**src/inc/eep_pkg.sv**
```systemverilog
/*
 * Shared constants and types of the two-wire data store slave port.
 * Assumes a 25 MHz system clock; the write cycle count WR_CYC is derived from it here.
 */
package eep_pkg;

   // ***********************************************************
   // array and bus layout
   // ***********************************************************
   localparam int unsigned MEM_WORDS = 128;
   localparam int unsigned ADDR_W = 7;
   localparam int unsigned DATA_W = 8;
   localparam logic [6:0] DEV_ADDR = 7'h50;
   localparam logic [3:0] BIT_LAST = 4'h8;
   localparam int unsigned FIFO_DEPTH = 32;
   localparam int unsigned FIFO_W = ADDR_W + DATA_W;

   // ***********************************************************
   // timing
   // ***********************************************************
   localparam int unsigned CLK_PERIOD_NS = 40;
   localparam int unsigned WR_TIME_NS = 5000;
   localparam int unsigned WR_CYC =
      (WR_TIME_NS + CLK_PERIOD_NS - 1) / CLK_PERIOD_NS;
   localparam int unsigned TMR_W = 12;

   // ***********************************************************
   // protocol sequencer states
   // ***********************************************************
   typedef enum logic [9:0] {
      ST_IDLE   = 10'h001,
      ST_DEVADR = 10'h002,
      ST_ACKDEV = 10'h004,
      ST_WRDADR = 10'h008,
      ST_ACKWA  = 10'h010,
      ST_WRDATA = 10'h020,
      ST_ACKWD  = 10'h040,
      ST_RDDATA = 10'h080,
      ST_RDACK  = 10'h100,
      ST_IGNORE = 10'h200
   } eep_state_t;

endpackage

```
**src/design/eep_fifo.sv**
```systemverilog
/*
 * Synchronous FIFO with valid/ready on both sides.
 * Assumes one clock and an active-low asynchronous reset.
 */
`timescale 1ns/1ps
module eep_fifo #(
   parameter int unsigned WIDTH = 15,
   parameter int unsigned DEPTH = 32
) (
   input wire logic clk,
   input wire logic rst_b,
   input wire logic in_valid,
   output logic in_ready,
   input wire logic [WIDTH-1:0] in_data,
   output logic out_valid,
   input wire logic out_ready,
   output logic [WIDTH-1:0] out_data
);
   localparam int unsigned PW = $clog2(DEPTH);

   typedef struct packed {
      logic [PW-1:0] wr;
      logic [PW-1:0] rd;
      logic [PW:0] cnt;
   } eep_fifo_regs_t;

   eep_fifo_regs_t q;
   eep_fifo_regs_t d;
   logic [WIDTH-1:0] store [DEPTH];
   logic push;
   logic pop;

   assign in_ready = (q.cnt != DEPTH[PW:0]);
   assign out_valid = (q.cnt != '0);
   assign out_data = store[q.rd];
   assign push = in_valid & in_ready;
   assign pop = out_valid & out_ready;

   always_comb
   begin
      d = q;
      if (push)
      begin
         d.wr = (q.wr == PW'(DEPTH - 1)) ? '0 : q.wr + 1'b1;
      end
      if (pop)
      begin
         d.rd = (q.rd == PW'(DEPTH - 1)) ? '0 : q.rd + 1'b1;
      end
      if (push && !pop)
      begin
         d.cnt = q.cnt + 1'b1;
      end
      else if (pop && !push)
      begin
         d.cnt = q.cnt - 1'b1;
      end
   end

   always_ff @(posedge clk or negedge rst_b)
   begin
      if (!rst_b)
      begin
         q <= '0;
      end
      else
      begin
         q <= d;
      end
   end

   // storage has no reset: contents are meaningless until written
   always_ff @(posedge clk)
   begin
      if (push)
      begin
         store[q.wr] <= in_data;
      end
   end
endmodule

```
**src/design/eep_slave.sv**
```systemverilog
/*
 * Two-wire serial slave port of a 128 x 8 non-volatile data store.
 * Assumes scl and sda come from pins outside the clock domain and that
 * the bus wire is pulled high outside; this block only pulls sda low.
 */
`timescale 1ns/1ps
// Summary of operation
// RULE1: the store holds 128 words of 8 bits reached only over the bus.
// RULE2: incoming data bits are sampled on each rising serial clock edge.
// RULE3: outgoing bits, acknowledge and read data change on falling edges.
// RULE4: the master changes data only while the serial clock is low.
// RULE5: a data change while the clock is high is START or STOP, not data.
// RULE6: the data line is only ever pulled low or released, never driven high.
// RULE7: the master brackets every transfer by START and STOP.
// RULE8: START is a falling data line while the clock is high.
// RULE9: the first seven bits after START must equal the fixed device address.
// RULE10: the eighth bit after START selects read when high, write when low.
// RULE11: each received byte is acknowledged by a low on the ninth pulse; the code omits it for its address while busy and on a full queue.
// RULE12: after a write address byte the word address follows and is acked.
// RULE13: the word address comes msb first and its top bit is ignored.
// RULE14: the host keeps its shared pins as inputs when another master runs.
// RULE15: STOP is a rising data line while the clock is high; then go idle.
// RULE16: the word pointer steps by one per byte and wraps to zero.
// RULE17: a foreign device address leaves the line free until the next START.
module eep_slave #(
   parameter int unsigned WR_CYCLES = eep_pkg::WR_CYC
) (
   input wire logic clk,
   input wire logic rst_b,
   input wire logic scl_i,
   input wire logic sda_i,
   output logic sda_o,
   output logic sda_oe,
   output logic busy
);
   import eep_pkg::*;

   // ***********************************************************
   // state
   // ***********************************************************
   typedef struct packed {
      logic [2:0] scl_s;
      logic [2:0] sda_s;
      logic scl_f;
      logic sda_f;
      eep_state_t state;
      logic [3:0] cnt;
      logic [7:0] sh;
      logic rw;
      logic mack;
      logic [ADDR_W-1:0] ptr;
      logic [TMR_W-1:0] tmr;
      logic oe;
      logic busy;
   } eep_regs_t;

   eep_regs_t q;
   eep_regs_t d;
   logic [DATA_W-1:0] mem [MEM_WORDS];
   logic [DATA_W-1:0] rd_byte;
   logic f_in_valid;
   logic f_in_ready;
   logic [FIFO_W-1:0] f_in_data;
   logic f_out_valid;
   logic f_out_ready;
   logic [FIFO_W-1:0] f_out_data;

   assign rd_byte = mem[q.ptr];
   assign sda_o = 1'b0; // [RULE6]
   assign sda_oe = q.oe;
   assign busy = q.busy;

   // ***********************************************************
   // pending writes: the internal write cycle drains this queue
   // ***********************************************************
   eep_fifo #(
      .WIDTH(FIFO_W),
      .DEPTH(FIFO_DEPTH)
   ) u_fifo (
      .clk(clk),
      .rst_b(rst_b),
      .in_valid(f_in_valid),
      .in_ready(f_in_ready),
      .in_data(f_in_data),
      .out_valid(f_out_valid),
      .out_ready(f_out_ready),
      .out_data(f_out_data)
   );

   // ***********************************************************
   // sequencer
   // ***********************************************************
   always_comb
   begin
      logic rise;
      logic fall;
      logic start;
      logic stop;
      rise = 1'b0;
      fall = 1'b0;
      start = 1'b0;
      stop = 1'b0;
      d = q;
      f_in_valid = 1'b0;
      f_in_data = {q.ptr, q.sh};
      f_out_ready = 1'b0;

      // first stage feeds only the second; level moves when 2 and 3 agree
      d.scl_s = {q.scl_s[1:0], scl_i};
      d.sda_s = {q.sda_s[1:0], sda_i};
      if (q.scl_s[1] == q.scl_s[2])
      begin
         d.scl_f = q.scl_s[2];
      end
      if (q.sda_s[1] == q.sda_s[2])
      begin
         d.sda_f = q.sda_s[2];
      end
      rise = d.scl_f & ~q.scl_f;
      fall = ~d.scl_f & q.scl_f;
      // data moving under a high clock is a condition, never a bit
      start = q.scl_f & d.scl_f & q.sda_f & ~d.sda_f; // [RULE5] [RULE8]
      stop = q.scl_f & d.scl_f & ~q.sda_f & d.sda_f; // [RULE5] [RULE15]

      if (stop)
      begin
         d.state = ST_IDLE; // [RULE15]
         d.oe = 1'b0;
      end
      else if (start)
      begin
         d.state = ST_DEVADR;
         d.cnt = '0;
         d.oe = 1'b0;
      end
      else
      begin
         unique case (q.state)
            ST_IDLE, ST_IGNORE:
            begin
               d.oe = 1'b0; // [RULE17]
            end
            ST_DEVADR, ST_WRDADR, ST_WRDATA:
            begin
               if (rise)
               begin
                  d.sh = {q.sh[6:0], q.sda_f}; // [RULE2]
                  d.cnt = q.cnt + 1'b1;
               end
               else if (fall && q.cnt == BIT_LAST)
               begin
                  if (q.state == ST_DEVADR)
                  begin
                     d.rw = q.sh[0]; // [RULE10]
                     // busy write cycle answers with no acknowledge
                     if (q.sh[7:1] == DEV_ADDR && !q.busy) // [RULE9]
                     begin
                        d.state = ST_ACKDEV;
                        d.oe = 1'b1; // [RULE11]
                     end
                     else
                     begin
                        d.state = ST_IGNORE; // [RULE17]
                     end
                  end
                  else if (q.state == ST_WRDADR)
                  begin
                     d.ptr = q.sh[6:0]; // [RULE13]
                     d.state = ST_ACKWA;
                     d.oe = 1'b1; // [RULE12]
                  end
                  else if (f_in_ready)
                  begin
                     f_in_valid = 1'b1;
                     d.ptr = q.ptr + 1'b1; // [RULE16]
                     d.state = ST_ACKWD;
                     d.oe = 1'b1; // [RULE11]
                  end
                  else
                  begin
                     // queue full: refuse the byte rather than lose it
                     d.state = ST_IGNORE;
                  end
               end
            end
            ST_ACKDEV, ST_ACKWA, ST_ACKWD:
            begin
               if (fall)
               begin
                  d.cnt = '0;
                  d.oe = 1'b0; // [RULE3]
                  if (q.state == ST_ACKDEV && q.rw)
                  begin
                     d.state = ST_RDDATA;
                     d.sh = rd_byte;
                     d.oe = ~rd_byte[7]; // [RULE3]
                  end
                  else if (q.state == ST_ACKDEV)
                  begin
                     d.state = ST_WRDADR; // [RULE12]
                  end
                  else
                  begin
                     d.state = ST_WRDATA;
                  end
               end
            end
            ST_RDDATA:
            begin
               if (rise)
               begin
                  d.cnt = q.cnt + 1'b1;
               end
               else if (fall && q.cnt == BIT_LAST)
               begin
                  d.oe = 1'b0;
                  d.ptr = q.ptr + 1'b1; // [RULE16]
                  d.state = ST_RDACK;
               end
               else if (fall)
               begin
                  d.sh = {q.sh[6:0], 1'b0};
                  d.oe = ~q.sh[6]; // [RULE3]
               end
            end
            ST_RDACK:
            begin
               if (rise)
               begin
                  d.mack = ~q.sda_f; // [RULE2]
               end
               else if (fall && q.mack)
               begin
                  d.state = ST_RDDATA;
                  d.cnt = '0;
                  d.sh = rd_byte;
                  d.oe = ~rd_byte[7]; // [RULE3]
               end
               else if (fall)
               begin
                  d.state = ST_IGNORE;
               end
            end
            default:
            begin
               d.state = ST_IDLE;
               d.oe = 1'b0;
            end
         endcase
      end

      // internal write cycle runs only while the sequencer is in ST_IDLE or ST_IGNORE
      d.tmr = '0;
      if (f_out_valid && (q.state == ST_IDLE || q.state == ST_IGNORE))
      begin
         if (q.tmr == TMR_W'(WR_CYCLES - 1))
         begin
            f_out_ready = 1'b1;
         end
         else
         begin
            d.tmr = q.tmr + 1'b1;
         end
      end
      else if (f_out_valid)
      begin
         d.tmr = q.tmr;
      end
      d.busy = f_out_valid | f_in_valid;
   end

   always_ff @(posedge clk or negedge rst_b)
   begin
      if (!rst_b)
      begin
         q <= '{scl_s: 3'h7, sda_s: 3'h7, scl_f: 1'b1, sda_f: 1'b1,
                state: ST_IDLE, cnt: 4'h0, sh: 8'h00, rw: 1'b0,
                mack: 1'b0, ptr: 7'h00, tmr: 12'h000, oe: 1'b0,
                busy: 1'b0};
      end
      else
      begin
         q <= d;
      end
   end

   // ***********************************************************
   // storage array
   // ***********************************************************
   // no reset: the array stands for non-volatile cells
   always_ff @(posedge clk)
   begin
      if (f_out_valid && f_out_ready)
      begin
         mem[f_out_data[FIFO_W-1:DATA_W]] <= f_out_data[DATA_W-1:0]; // [RULE1]
      end
   end
endmodule

```
**config.mk**
```make
export PLATFORM = sky130hd
export DESIGN_NAME = eep_slave
export DESIGN_NICKNAME = d
export VERILOG_FILES = /design/src/inc/eep_pkg.sv /design/src/design/eep_fifo.sv /design/src/design/eep_slave.sv
export SDC_FILE = /design/constraint.sdc
export NUM_CORES = 2
export LEC_CHECK = 0
export ABC_CLOCK_PERIOD_IN_PS = 7300
export BUFFER_PORTS_ARGS = -buffer_cell sky130_fd_sc_hd__buf_2
export CORE_MARGIN = 2
export CORE_UTILIZATION = 30
export DETAILED_ROUTE_END_ITERATION = 7
export GPL_ROUTABILITY_DRIVEN = 0
export SLEW_MARGIN = 20
export SYNTH_ARGS = -nofsm -noshare
export SYNTH_HDL_FRONTEND = slang
export SYNTH_SLANG_ARGS = --single-unit
```
**constraint.sdc**
```tcl
create_clock -name clk -period 7.3 [get_ports clk]
set_input_delay 0.73 -clock clk [delete_from_list [all_inputs] [get_ports clk]]
set_output_delay 0.73 -clock clk [all_outputs]
set_load 0.01 [all_outputs]
```
==> flow_summary.toml <==
[outcome]
status = "finished with violations"
violations = "design-rule violations"

[worst_setup_path]
worst_ep_arrival_time_ps = 5410
required_ps = 7710
start_kind = "flop"
r2r-end = "mem[19][0]$_DFFE_PP_"
r2r_cells = 6
crit_path_max_fanout = 47
cp_top_family = "simple AND/OR/NAND/NOR gates"
reg2reg_from = "u_fifo.q[6]$_DFFE_PN0P_"
reg2reg_setup_slack_ps = 2300
path_class = "reg -> reg"
crit_top_cell = "mux4_2"
crit_slowest_cell = "dfrtp_4"
worst_setup_path_end_kind = "flop"
path_cells = "mux4_2, mux4_2, mux2i_1, and3_2, nand2_2, nor2_1"
max_stage_delay_ps = 1060
setup.worst_path.start = "u_fifo.q[6]$_DFFE_PN0P_"
cp_num_buf_inv = 0

[worst_hold_path]
worstHoldStart = "scl_i"
hold_path_class = "in -> reg"
worstHoldEndpoint = "d[51]$_DFF_PN1_"
hold_depth = 1

[grt]
grt_pass1_vias = 29400
grt_pass1_wl_mm = 212
grt_use_met1_pct = 19.7
grt.busiest_layer = "met2"
grt.total_usage_pct = 13.7
grt_overflow = 0
global_route.usage.met3_pct = 2.45
grt_max_degree = 81
grtUsageMet2_pct = 21.3
antenna_found_initial = 1

[timing]
rsz0062_at_grt = "no"
finalHoldViolations = 0
fmax_ghz = 0.200
min_period_ps = 5000
fin_setup_tns_ps = 0
hold_slack_ps = 67.6
setup_viol = 0
worst_slack_ps = 2300
maxSlewHeadroom_pct = 22.9
drv_slew = 0
tightest_slew_ps = 1160
finalClockSkew_ps = 47.0
fin_crit_sh_pct = 68.5

[clock_tree]
numCtsBuffers = 151
clock_latency_ps = 800
cts-root-buf = "clkbuf_16"
cts_hold_buffers = 1
clk_pin_slew_ps = 60
post_cts_buffers = 0
cts.repair.resized = 0
ctsHtreeMaxLevel = 4
cts_sinks = 1573
cts.path.max_buffers = 3
cts_tree = "done"

[route]
postRouteAntennaNets = 0
wire_per_inst_um = 25.1
wl_mm = 146
num_vias = 29400
route.detailed.drc = 1
drt_iter0_drc = 3348
firstDrtPassIters = 8
vias_per_cell = 5.06

[layout]
area_delta_synth_final_pct = 13.5
nFillCells = 18800
multi_input_area_um2 = 14300
finalInstanceArea_um2 = 70300
fin_nets = 3009
ff_latch_area_um2 = 46900
drive_gt1_share_pct = 26.8

[yosys]
synth_edf_count = 1504
yosys_most_used_dff = "edfxtp_1"
netlist_area_um2 = 61900
synth_fp_nets = 2918
ys_types = 70
synth_warnings = 0
ys_seq_elements = 1573
synth_area_leaders = "edfxtp_1 73%, mux4_2 16%, dfrtp_1 2.4%, nor2_1 1.2%, mux2i_1 0.79%"
syn_avg_cell_area_um2 = 21.4
yosysTopAreaCellShare_pct = 72.9
yosysTopAreaCell = "edfxtp_1"
synthCells = 2896
synth-async-reset-ratio_pct = 4.39
seq_area_frac_synth_pct = 75.7

[floorplanning]
start_util_pct = 30.2
io_pins = 7
die_width_um = 458
die_y_um = 458
core_um2 = 205000
dieArea_um2 = 210000
rows = 166

[place]
place_area_um2 = 65300
io_buffer_count = 5
place_ws_ps = 2310
dp_hpwl_mm = 85.6

[power_and_ir_drop]
power_density_nw_per_um2 = 262
irDropWorstVdd_v = 0.000209
p_leak_nw = 21.5

[run]
cap_violations = 0
## metrics by stage
stage | power (W) | util [%] | instances
finish | 0.0184 | 34.3 | 5799
global route | 0.0190 | 34.3 | 5796
detailed placement | 0.0108 | 31.9 | 5521
global placement | 0.0108 | 31.9 | 5521
floorplan | 0.0105 | - | 2896
CTS | 0.0186 | 34.3 | 5795
## cell usage after synthesis, drive strengths merged (16+ instances only)
library cell	count
mux2	29
dfrtp	60
ha	17
a22oi	21
mux4	440
nor2	215
o21ai	55
nand3	16
clkbuf	65
buf	85
edfxtp	1504
mux2i	49
a21oi	33
nand2	86
## layout by cell type (no fill, tap or decap), types with 9 or more instances in the layout
cell / netlist / final
a211oi_1: 14 / 14
a21oi_1: 33 / 33
a22oi_1: 21 / 21
a31oi_1: 10 / 10
and3_1: 11 / 11
buf_4: 9 / 80
bufinv_16: 0 / 13
clkbuf_1: 65 / 24
clkbuf_16: 0 / 156
clkinv_1: 0 / 41
clkinv_2: 0 / 17
dfrtp_1: 60 / 52
dfstp_2: 9 / 9
edfxtp_1: 1504 / 1504
ha_1: 17 / 17
inv_1: 14 / 14
mux2_2: 29 / 21
mux2i_1: 49 / 49
mux4_2: 440 / 440
nand2_1: 64 / 63
nand2_2: 22 / 23
nand2b_1: 14 / 14
nand3_1: 16 / 16
nand4_1: 10 / 10
nor2_1: 206 / 206
nor3_1: 14 / 14
o21ai_0: 55 / 55
o221ai_1: 10 / 10
o22ai_1: 11 / 11
## sequential cells by signal, indices dropped and copies added (netlist names)
signal,cells
mem,1024
u_fifo.store,480
q,32
u_fifo.q,16
f_in_data,15
d,4
busy,1
sda_oe,1
## power by group
group          total, W  internal, W  switching, W  leakage (nW)
logic          0.000586     0.000200      0.000386          4.02
clock network   0.00782      0.00441       0.00341          2.38
registers        0.0100      0.00995     0.0000635          15.1
total            0.0184       0.0146       0.00386          21.5
## metal layers
metal	routed length [um]	part of all wire (%)	vias to the layer above
met5	0	0	-
met4	3170	2.2	0
met3	9870	6.8	167
met2	68700	47	1109
met1	63800	44	15800
li1	-	-	12300
## worst max path at each step
stage	endpoint	slack [ps]	cells past startpoint
2_1_floorplan	mem[0][0]$_DFFE_PP_	3790	8
3_3_place_gp	mem[35][0]$_DFFE_PP_	2350	7
3_5_place_dp	mem[56][6]$_DFFE_PP_	2310	7
4_1_cts	mem[56][6]$_DFFE_PP_	2300	7
5_1_grt	mem[59][5]$_DFFE_PP_	2110	6
6_report	mem[19][0]$_DFFE_PP_	2300	6
## cells by family after synthesis
| logic type | share of synthesized area (%) |
|---|---|
| AOI/OAI and AO/OA | 1.94 |
| buffers and inverters | 1.21 |
| and+or+nand+nor | 3.24 |
| other | 0.00606 |
| adders and majority gates | 0.392 |
| DFF | 75.7 |
| xor gates and xnor gates | 0.141 |
| muxes | 17.3 |
## layout make-up
| cell class | instances | area share [%] |
|---|---|---|
| Sequential cell | 1573 | 66.8 |
| Multi-Input combinational cell | 1158 | 20.4 |
| Clock buffer | 181 | 5.70 |
| Tap cell | 2688 | 4.79 |
| Clock inverter | 92 | 1.29 |
| Timing Repair Buffer | 88 | 0.983 |
| Inverter | 15 | 0.0801 |
| Antenna cell | 4 | 0.0142 |
Power figures use the tool's default switching activity.
